$ cat config.mk
export PLATFORM = sky130hd
export DESIGN_NAME = cthtg_top
export DESIGN_NICKNAME = d
export VERILOG_FILES = /design/src/design/cthtg_pkg.sv /design/src/design/cthtg_top.sv
export SDC_FILE = /design/constraint.sdc
export NUM_CORES = 1
export LEC_CHECK = 0
export BUFFER_PORTS_ARGS = -buffer_cell sky130_fd_sc_hd__buf_4
export CORE_MARGIN = 1
export CORE_UTILIZATION = 30
export DETAILED_ROUTE_END_ITERATION = 10
export PLACE_DENSITY = 0.52
export RECOVER_POWER = 100
export SETUP_SLACK_MARGIN = 0.2
export SKIP_CTS_REPAIR_TIMING = 1
export SLEW_MARGIN = 20
export SYNTH_ARGS = -nofsm -noshare
export SYNTH_HDL_FRONTEND = slang
export SYNTH_SLANG_ARGS = --single-unit
$ cat constraint.sdc
create_clock -name ref_clk -period 14.3 [get_ports ref_clk]
set_input_delay 2.145 -clock ref_clk [delete_from_list [all_inputs] [get_ports ref_clk]]
set_output_delay 2.145 -clock ref_clk [all_outputs]
set_load 0.05 [all_outputs]
$ cat src/design/cthtg_pkg.sv
// package: register map, field layout and types of the crt/tv horizontal timing block
package cthtg_pkg;

  // ----------------------------------------------------------------------
  // register offsets (byte addresses on the plain register port)
  // ----------------------------------------------------------------------
  localparam logic [7:0] ADDR_HACT = 8'h50;
  localparam logic [7:0] ADDR_HBLANK = 8'h52;
  localparam logic [7:0] ADDR_HSS = 8'h53;
  localparam logic [7:0] ADDR_HSW_POL = 8'h54;
  localparam logic [7:0] ADDR_VH_LO = 8'h56;
  localparam logic [7:0] ADDR_VH_HI = 8'h57;
  localparam logic [7:0] ADDR_OUT_CTRL = 8'h5B;
  localparam logic [7:0] ADDR_MODE = 8'h60;
  localparam logic [7:0] ADDR_STATUS = 8'h61;
  localparam logic [7:0] ADDR_LINE_LO = 8'h62;
  localparam logic [7:0] ADDR_LINE_HI = 8'h63;

  // ----------------------------------------------------------------------
  // field layout and reset values
  // ----------------------------------------------------------------------
  localparam int HACT_W = 7;
  localparam int HBLANK_W = 6;
  localparam int HSS_W = 6;
  localparam int HSW_W = 4;
  localparam int HSYNC_POL_BIT = 7;
  localparam int VH_W = 10;
  localparam int PAL_BIT = 0;
  localparam logic [7:0] OUT_CTRL_MASK = 8'h3B;
  localparam int MODE_TV_BIT = 0;
  localparam int MODE_DEPTH16_BIT = 1;
  localparam int ST_HBLANK_BIT = 0;
  localparam int ST_HSYNC_BIT = 1;
  localparam int ST_LAST_LINE_BIT = 2;
  localparam logic [7:0] REG_RESET = 8'h00;
  localparam int PX_W = 11;

  // pixel add-ons applied after the 8-pixel multiply
  localparam logic [3:0] ADD_UNIT = 4'h8;
  localparam logic [3:0] ADD_BLANK_NTSC = 4'h6;
  localparam logic [3:0] ADD_BLANK_PAL = 4'h7;
  localparam logic [3:0] ADD_SS_CRT8 = 4'h3;
  localparam logic [3:0] ADD_SS_CRT16 = 4'h5;
  localparam logic [3:0] ADD_SS_TV8 = 4'h1;
  localparam logic [3:0] ADD_SS_TV16 = 4'h3;

  // ----------------------------------------------------------------------
  // types
  // ----------------------------------------------------------------------
  typedef enum logic [1:0] {CTHTG_OUT_CRT, CTHTG_OUT_NTSC, CTHTG_OUT_PAL} cthtg_out_t;
  typedef enum logic {CTHTG_PH_ACTIVE, CTHTG_PH_BLANK} cthtg_phase_t;

  typedef struct packed {
    logic [7:0] addr;
    logic [7:0] wdata;
    logic wr;
    logic rd;
  } cthtg_bus_req_t;

  typedef struct packed {
    logic [HACT_W-1:0] hact;
    logic [HBLANK_W-1:0] hblank;
    logic [HSS_W-1:0] hss;
    logic [HSW_W-1:0] hsw;
    logic hpol;
    logic [VH_W-1:0] vh;
    logic tv;
    logic pal;
    logic depth16;
  } cthtg_cfg_t;

endpackage

$ cat src/design/cthtg_top.sv
// crt/tv horizontal timing generator with its configuration registers
`timescale 1ns/10ps

module cthtg_top (
  input wire logic ref_clk,
  input wire logic rstn,
  input wire cthtg_pkg::cthtg_bus_req_t bus_req,
  output logic [7:0] rd_data,
  output logic horiz_sync_out,
  output logic disp_en_out,
  output logic line_start_out
);

  // ----------------------------------------------------------------------
  // helpers
  // ----------------------------------------------------------------------

  // a field in 8-pixel units plus a small pixel add-on
  function automatic logic [cthtg_pkg::PX_W-1:0] px8(input logic [6:0] field,
                                                       input logic [3:0] add);
    px8 = {1'b0, field, 3'b000} + {7'h00, add};
  endfunction

  // output type from the tv and format bits
  function automatic cthtg_pkg::cthtg_out_t out_type(input logic tv, input logic pal);
    if (!tv) begin
      out_type = cthtg_pkg::CTHTG_OUT_CRT;
    end else if (pal) begin
      out_type = cthtg_pkg::CTHTG_OUT_PAL;
    end else begin
      out_type = cthtg_pkg::CTHTG_OUT_NTSC;
    end
  endfunction

  // ----------------------------------------------------------------------
  // configuration registers
  // ----------------------------------------------------------------------
  logic [cthtg_pkg::HACT_W-1:0] hact_ff;
  logic [cthtg_pkg::HBLANK_W-1:0] hblank_ff;
  logic [cthtg_pkg::HSS_W-1:0] hss_ff;
  logic [cthtg_pkg::HSW_W-1:0] hsw_ff;
  logic hpol_ff;
  logic [cthtg_pkg::VH_W-1:0] vh_ff;
  logic [7:0] out_ctrl_ff;
  logic tv_ff;
  logic depth16_ff;
  cthtg_pkg::cthtg_cfg_t cfg;

  // software writes; one register per aligned offset, unmapped writes are dropped
  always_ff @(posedge ref_clk) begin
    if (!rstn) begin
      hact_ff <= cthtg_pkg::REG_RESET[cthtg_pkg::HACT_W-1:0];
      hblank_ff <= cthtg_pkg::REG_RESET[cthtg_pkg::HBLANK_W-1:0];
      hss_ff <= cthtg_pkg::REG_RESET[cthtg_pkg::HSS_W-1:0];
      hsw_ff <= cthtg_pkg::REG_RESET[cthtg_pkg::HSW_W-1:0];
      hpol_ff <= 1'b0;
      vh_ff <= {cthtg_pkg::REG_RESET[1:0], cthtg_pkg::REG_RESET};
      out_ctrl_ff <= cthtg_pkg::REG_RESET;
      tv_ff <= 1'b0;
      depth16_ff <= 1'b0;
    end else if (bus_req.wr) begin
      unique case (bus_req.addr)
        cthtg_pkg::ADDR_HACT: begin
          hact_ff <= bus_req.wdata[cthtg_pkg::HACT_W-1:0];
        end
        cthtg_pkg::ADDR_HBLANK: begin
          hblank_ff <= bus_req.wdata[cthtg_pkg::HBLANK_W-1:0];
        end
        cthtg_pkg::ADDR_HSS: begin
          hss_ff <= bus_req.wdata[cthtg_pkg::HSS_W-1:0];
        end
        cthtg_pkg::ADDR_HSW_POL: begin
          hsw_ff <= bus_req.wdata[cthtg_pkg::HSW_W-1:0];
          hpol_ff <= bus_req.wdata[cthtg_pkg::HSYNC_POL_BIT];
        end
        cthtg_pkg::ADDR_VH_LO: begin
          vh_ff[7:0] <= bus_req.wdata;
        end
        cthtg_pkg::ADDR_VH_HI: begin
          vh_ff[9:8] <= bus_req.wdata[1:0];
        end
        cthtg_pkg::ADDR_OUT_CTRL: begin
          out_ctrl_ff <= bus_req.wdata & cthtg_pkg::OUT_CTRL_MASK;
        end
        cthtg_pkg::ADDR_MODE: begin
          tv_ff <= bus_req.wdata[cthtg_pkg::MODE_TV_BIT];
          depth16_ff <= bus_req.wdata[cthtg_pkg::MODE_DEPTH16_BIT];
        end
        default: begin
          // read-only and unmapped offsets ignore writes
        end
      endcase
    end
  end

  // gather the fields the timing logic uses
  always_comb begin
    cfg.hact = hact_ff;
    cfg.hblank = hblank_ff;
    cfg.hss = hss_ff;
    cfg.hsw = hsw_ff;
    cfg.hpol = hpol_ff;
    cfg.vh = vh_ff;
    cfg.tv = tv_ff;
    cfg.pal = out_ctrl_ff[cthtg_pkg::PAL_BIT];
    cfg.depth16 = depth16_ff;
  end

  // ----------------------------------------------------------------------
  // line geometry in pixels
  // ----------------------------------------------------------------------
  cthtg_pkg::cthtg_out_t otype;
  logic [cthtg_pkg::PX_W-1:0] act_len;
  logic [cthtg_pkg::PX_W-1:0] blank_len;
  logic [cthtg_pkg::PX_W-1:0] sync_start;
  logic [cthtg_pkg::PX_W-1:0] sync_len;
  logic [cthtg_pkg::PX_W-1:0] sync_end;

  // all lengths are at least one pixel, so len - 1 never wraps
  always_comb begin
    otype = out_type(cfg.tv, cfg.pal);
    act_len = px8(cfg.hact, cthtg_pkg::ADD_UNIT);
    sync_len = px8({3'b000, cfg.hsw}, cthtg_pkg::ADD_UNIT);
    unique case (otype)
      cthtg_pkg::CTHTG_OUT_CRT: begin
        blank_len = px8({1'b0, cfg.hblank}, cthtg_pkg::ADD_UNIT);
        sync_start = px8({1'b0, cfg.hss}, cfg.depth16 ? cthtg_pkg::ADD_SS_CRT16
                                                      : cthtg_pkg::ADD_SS_CRT8);
      end
      cthtg_pkg::CTHTG_OUT_NTSC: begin
        blank_len = px8({1'b0, cfg.hblank}, cthtg_pkg::ADD_BLANK_NTSC);
        sync_start = px8({1'b0, cfg.hss}, cfg.depth16 ? cthtg_pkg::ADD_SS_TV16
                                                      : cthtg_pkg::ADD_SS_TV8);
      end
      cthtg_pkg::CTHTG_OUT_PAL: begin
        blank_len = px8({1'b0, cfg.hblank}, cthtg_pkg::ADD_BLANK_PAL);
        sync_start = px8({1'b0, cfg.hss}, cfg.depth16 ? cthtg_pkg::ADD_SS_TV16
                                                      : cthtg_pkg::ADD_SS_TV8);
      end
      default: begin
        // the spare enum code cannot be produced by out_type
        blank_len = px8({1'b0, cfg.hblank}, cthtg_pkg::ADD_UNIT);
        sync_start = px8({1'b0, cfg.hss}, cthtg_pkg::ADD_SS_CRT8);
      end
    endcase
    sync_end = sync_start + sync_len;
  end

  // ----------------------------------------------------------------------
  // pixel and line counters
  // ----------------------------------------------------------------------
  cthtg_pkg::cthtg_phase_t phase_ff;
  cthtg_pkg::cthtg_phase_t nxt_phase;
  logic [cthtg_pkg::PX_W-1:0] pix_ff;
  logic [cthtg_pkg::PX_W-1:0] nxt_pix;
  logic [cthtg_pkg::VH_W-1:0] line_ff;
  logic [cthtg_pkg::VH_W-1:0] nxt_line;
  logic line_wrap;

  // active region first, then blanking; >= keeps a shortened length from running away
  always_comb begin
    nxt_phase = phase_ff;
    nxt_pix = pix_ff + 11'h001;
    nxt_line = line_ff;
    line_wrap = 1'b0;
    unique case (phase_ff)
      cthtg_pkg::CTHTG_PH_ACTIVE: begin
        if (pix_ff >= act_len - 11'h001) begin
          nxt_phase = cthtg_pkg::CTHTG_PH_BLANK;
          nxt_pix = '0;
        end
      end
      cthtg_pkg::CTHTG_PH_BLANK: begin
        if (pix_ff >= blank_len - 11'h001) begin
          nxt_phase = cthtg_pkg::CTHTG_PH_ACTIVE;
          nxt_pix = '0;
          line_wrap = 1'b1;
          nxt_line = (line_ff >= cfg.vh) ? '0 : line_ff + 10'h001;
        end
      end
    endcase
  end

  // counter state; reset parks in blanking with the pixel count at all ones, past any blanking end, so the first edge after
  // release opens a full active region with its line start pulse, never a short line
  always_ff @(posedge ref_clk) begin
    if (!rstn) begin
      phase_ff <= cthtg_pkg::CTHTG_PH_BLANK;
      pix_ff <= '1;
      line_ff <= '0;
    end else begin
      phase_ff <= nxt_phase;
      pix_ff <= nxt_pix;
      line_ff <= nxt_line;
    end
  end

  // ----------------------------------------------------------------------
  // video outputs
  // ----------------------------------------------------------------------
  logic sync_raw_ff;
  logic nxt_sync_raw;
  logic hsync_ff;
  logic disp_en_ff;
  logic line_start_ff;

  // sync window is measured from the first blanking pixel and never leaves blanking
  always_comb begin
    nxt_sync_raw = (nxt_phase == cthtg_pkg::CTHTG_PH_BLANK) &&
                   (nxt_pix >= sync_start) && (nxt_pix < sync_end);
  end

  // registered so the pins align with the counter state they describe
  always_ff @(posedge ref_clk) begin
    if (!rstn) begin
      sync_raw_ff <= 1'b0;
      hsync_ff <= 1'b1;
      disp_en_ff <= 1'b0;
      line_start_ff <= 1'b0;
    end else begin
      sync_raw_ff <= nxt_sync_raw;
      hsync_ff <= cfg.hpol ? nxt_sync_raw : ~nxt_sync_raw;
      disp_en_ff <= (nxt_phase == cthtg_pkg::CTHTG_PH_ACTIVE);
      line_start_ff <= line_wrap;
    end
  end

  assign horiz_sync_out = hsync_ff;
  assign disp_en_out = disp_en_ff;
  assign line_start_out = line_start_ff;

  // ----------------------------------------------------------------------
  // read path
  // ----------------------------------------------------------------------
  logic [7:0] rd_data_ff;
  logic [7:0] nxt_rd;

  // data stands only in the cycle after the read strobe; unmapped reads give zero
  always_comb begin
    nxt_rd = 8'h00;
    if (bus_req.rd) begin
      unique case (bus_req.addr)
        cthtg_pkg::ADDR_HACT: nxt_rd = {1'b0, hact_ff};
        cthtg_pkg::ADDR_HBLANK: nxt_rd = {2'b00, hblank_ff};
        cthtg_pkg::ADDR_HSS: nxt_rd = {2'b00, hss_ff};
        cthtg_pkg::ADDR_HSW_POL: nxt_rd = {hpol_ff, 3'b000, hsw_ff};
        cthtg_pkg::ADDR_VH_LO: nxt_rd = vh_ff[7:0];
        cthtg_pkg::ADDR_VH_HI: nxt_rd = {6'h00, vh_ff[9:8]};
        cthtg_pkg::ADDR_OUT_CTRL: nxt_rd = out_ctrl_ff;
        cthtg_pkg::ADDR_MODE: nxt_rd = {6'h00, depth16_ff, tv_ff};
        cthtg_pkg::ADDR_STATUS: begin
          nxt_rd[cthtg_pkg::ST_HBLANK_BIT] = (phase_ff == cthtg_pkg::CTHTG_PH_BLANK);
          nxt_rd[cthtg_pkg::ST_HSYNC_BIT] = sync_raw_ff;
          nxt_rd[cthtg_pkg::ST_LAST_LINE_BIT] = (line_ff >= cfg.vh);
        end
        cthtg_pkg::ADDR_LINE_LO: nxt_rd = line_ff[7:0];
        cthtg_pkg::ADDR_LINE_HI: nxt_rd = {6'h00, line_ff[9:8]};
        default: nxt_rd = 8'h00;
      endcase
    end
  end

  // read data register
  always_ff @(posedge ref_clk) begin
    if (!rstn) begin
      rd_data_ff <= 8'h00;
    end else begin
      rd_data_ff <= nxt_rd;
    end
  end

  assign rd_data = rd_data_ff;

endmodule // cthtg_top

==> run summary <==
Run status: complete, but fails checks
Violations in the final reports: slew limit
Number of remaining DRC errors: 0
Post-synth EDFFs: 0
Non-Filler Instances: 846
Total congestion overflow after global routing: 0
Synthesized instance count: 606
Peak clock frequency supported by timing: 157.8 MHz
Syn avg cell area: 8.391 um2
Clock Sinks: 75
Power per standard cell area: 95.33 nW/um2
Source of the worst hold timing path: out_ctrl_ff[3]
GRT Overall Usage: 0.1712
Count of antenna-violating nets left after detailed routing: 0
Total clock buffers created by CTS: 9
Maximum root-to-sink buffer count: 2
Number of violations reported at the end of detailed-routing iteration 0: 274
First-pass DRT Iterations: 5
Post-route clock period utilization: 0.4431
Warning count from the yosys run: 0
Cells on worst reg2reg path: 20
Ratio of cells with drive above 1 in the final layout: 0.08147
Delay contributed by the slowest stage of the critical path: 1.19 ns
Count of unique library cells instantiated by Yosys: 67
Std-Cell Rows: 47
Cell area after synthesis: 5085 um2
Transition at the pin with the smallest max-transition slack: 1.534 ns
Initial Util: 0.3066
Root buffer cell: clkbuf_16
Endpoint type of the worst setup path: flip-flop
Max-cap viol count: 0
Die Width: 132.2 um
Count of fill cells added during filler insertion: 1742
Clock Skews: 0.01023 ns
Routed wire length: 14630 um
Global-route wire length before repair: 23180 um
Largest net degree at the start of global routing: 61
Register-to-Register Setup Slack: 7.96 ns
Hold Crit Class: flip-flop to flip-flop
Synth Flop Type: dfxtp_1
Hold Vio Cnt, Final: 0
Height of the die: 132.2 um
Slew Limit Fails: 22
Placed cells: 831
Worst Hold Depth: 2
Number of failing setup endpoints in the final timing report: 0
Area of the placeable core: 16580 um2
Detail Placement HPWL: 11070 um
Peak fanout along the critical path: 22
Via count of the routed design: 4437
Pleak: 2.024 nW
Placed Area: 5495 um2
Min Tclk post-route: 6.336 ns
Cell with the largest stage delay on the worst path: a22oi_1
Maximum level of the CTS H-tree: 3
Arr. time, crit path: 6.56 ns
Clk pin slew, worst setup/hold paths: 0.06 ns
Post-layout nets: 700
Worst hold endpoint: out_ctrl_ff[3]
Top-level port count: 31
Wirelength per Cell: 17.29 um
R2r endpoint: horiz_sync_out
Via count of the first global-routing pass: 4238
Worst max-slew margin expressed relative to the limit: -0.02245
RSZ-0062 raised after global routing: false
Most frequent CP cell: ha_1
Via-to-Cell Ratio: 5.245
Antenna violations before repair: 0
Fraction of registers with async set/reset: 0
Worst path cell trace: ha_1 > or3_1 > a21oi_1 > o21ai_0 > or4_1 > o21ai_0 > xnor2_1 > ha_1 > nand4_1 > or3_1 > o221a_1 > a22oi_1 > nor2_1 > ha_1 > nand4_1 > nor4_1 > o31ai_1 > o211ai_1 > nor4_1 > nor4b_2
Area growth syn-to-layout: 11.47%
CTS tree: built
Proportion of synthesized chip area in sequential cells: 0.2953
Final cell area excluding filler cells: 5668 um2
Clock insertion delay at the later pin of the skew report: 0.35 ns
Type of element launching the critical path: flip-flop
Number of inserted diodes: 0
Buffers added on ports: 30
Post-Synthesis Net Count: 684
Worst Path Class, Setup: flip-flop to flip-flop
Final estimated routing congestion in global placement: 0.8145
Synthesized flop and latch total: 75
Total area of sequential cells: 1501 um2
Peak ir drop on the vdd network: 0.00005075 V
Reg2Reg Launch Point: hblank_ff[0]
Multi-input gate area: 3244 um2
CP Data Required Time: 14.52 ns
Final total negative setup slack: 0 ns
Die area: 17470 um2
sequential cells by signal, indices dropped and copies added (netlist names), 4 cells and up:
signal	count
hblank_ff	6
hss_ff	6
rd_data	8
out_ctrl_ff	5
vh_ff	10
line_ff	10
hsw_ff	4
hact_ff	7
pix_ff	11
metal layers:
layer / part of all wire / wire [um] / GRT usage / up-vias
met2: 0.45 / 6514 / 0.2607 / 109
li1: - / - / - / 2202
met5: 0 / 0 / 0 / -
met4: 0.026 / 380 / 0.07216 / 0
met1: 0.47 / 6925 / 0.2340 / 2099
met3: 0.055 / 809 / 0.03499 / 27
report_power, final:
group	internal, mW	switching [mW]
logic	0.0337	0.0538
registers	0.215	0.0109
clock network	0.134	0.0924
total	0.383	0.157
worst max-delay path by stage:
stage,startpoint,endpoint,slack [ns],cells after the start
final,hblank_ff[0],horiz_sync_out,7.96,20
after global routing,hblank_ff[0],horiz_sync_out,7.34,20
after CTS,hblank_ff[0],horiz_sync_out,8.91,20
after detailed placement,hblank_ff[0],horiz_sync_out,8.94,20
after global placement,hblank_ff[0],horiz_sync_out,9.16,20
after floorplan,hblank_ff[0],horiz_sync_out,9.49,22
cell usage in the layout, fill, tap and decap left out, types with 7 or more instances in the layout:
cell,count
a21boi_0,38
a31oi_1,9
nor4_2,7
a21o_1,9
and3_1,8
xnor2_1,22
o21ai_0,16
a21oi_1,18
inv_1,42
a22oi_1,16
xor2_1,7
dfxtp_1,75
buf_4,18
nor2_1,40
nand3_1,53
clkbuf_1,15
ha_1,57
nand2_1,65
clkbuf_16,9
area by class of cell:
class,count,share of cell area
repair buffers,34,0.03510
inverters,42,0.02781
multi-input cells,460,0.5724
well taps,220,0.04857
clock inverters,6,0.01148
flip-flops and latches,75,0.2649
clock buffers,9,0.03974
critical path: cells and delay by family, from the launching register on:
kind | cells | cell delay (ns)
AO/OA/AOI/OAI | 7 | 2.46
AND/OR/NAND/NOR | 9 | 2.16
adder cells (fa/ha/maj) | 3 | 1.03
flip-flops | 1 | 0.46
XOR/XNOR | 1 | 0.09
metrics by stage:
stage                     total power [mW]    util  hold WS [ns]  setup WS [ns]
after floorplan                     0.2957       -        0.4432          9.490
after global placement              0.3205  0.3314        0.4583          9.157
after detailed placement            0.3229  0.3314        0.4656          8.940
after CTS                           0.5490  0.3489        0.4737          8.912
after global routing                0.5643  0.3418        0.4997          7.340
final                               0.5403  0.3418        0.4734          7.964
cell usage after synthesis (2+ instances only):
cell	n	area [um2]
a2111oi_2	2	30.03
a211oi_1	2	15.01
a21boi_0	33	247.7
a21boi_1	6	45.04
a21o_1	9	67.56
a21oi_1	18	90.09
a221oi_1	3	26.28
a22o_1	3	26.28
a22oi_1	15	112.6
a31oi_1	9	56.30
and2_1	4	25.02
and3_1	8	50.05
and4_1	3	26.28
buf_1	3	11.26
buf_2	5	25.02
clkbuf_1	19	71.32
dfxtp_1	75	1501
ha_1	57	713.2
inv_1	42	157.7
mux2i_1	4	40.04
mux4_2	2	45.04
nand2_1	65	244.0
nand2b_1	6	37.54
nand3_1	53	265.3
nand4_1	5	31.28
nand4_2	2	25.02
nor2_1	40	150.1
nor2b_1	6	37.54
nor3_1	4	20.02
nor4_1	6	37.54
nor4_2	7	87.58
nor4b_1	2	17.52
o211ai_1	3	22.52
o21a_1	4	30.03
o21ai_0	12	60.06
o21ai_1	6	30.03
o22ai_1	3	18.77
o31a_1	2	17.52
o31ai_1	2	15.01
or3_1	2	12.51
xnor2_1	22	192.7
xor2_1	7	61.31
cell families (layout without fill, tap and decap cells):
| family | count (synthesis) | count (layout) | share of synthesized area |
|---|---|---|---|
| AO/OA/AOI/OAI | 143 | 143 | 0.2082 |
| XOR/XNOR | 29 | 29 | 0.04995 |
| adder cells (fa/ha/maj) | 58 | 58 | 0.1442 |
| buffers and inverters | 71 | 91 | 0.05586 |
| flip-flops | 75 | 75 | 0.2953 |
| multiplexers | 7 | 7 | 0.01895 |
| other | 1 | 1 | 0.0007375 |
| AND/OR/NAND/NOR | 222 | 222 | 0.2269 |
Power figures use the tool's default switching activity.
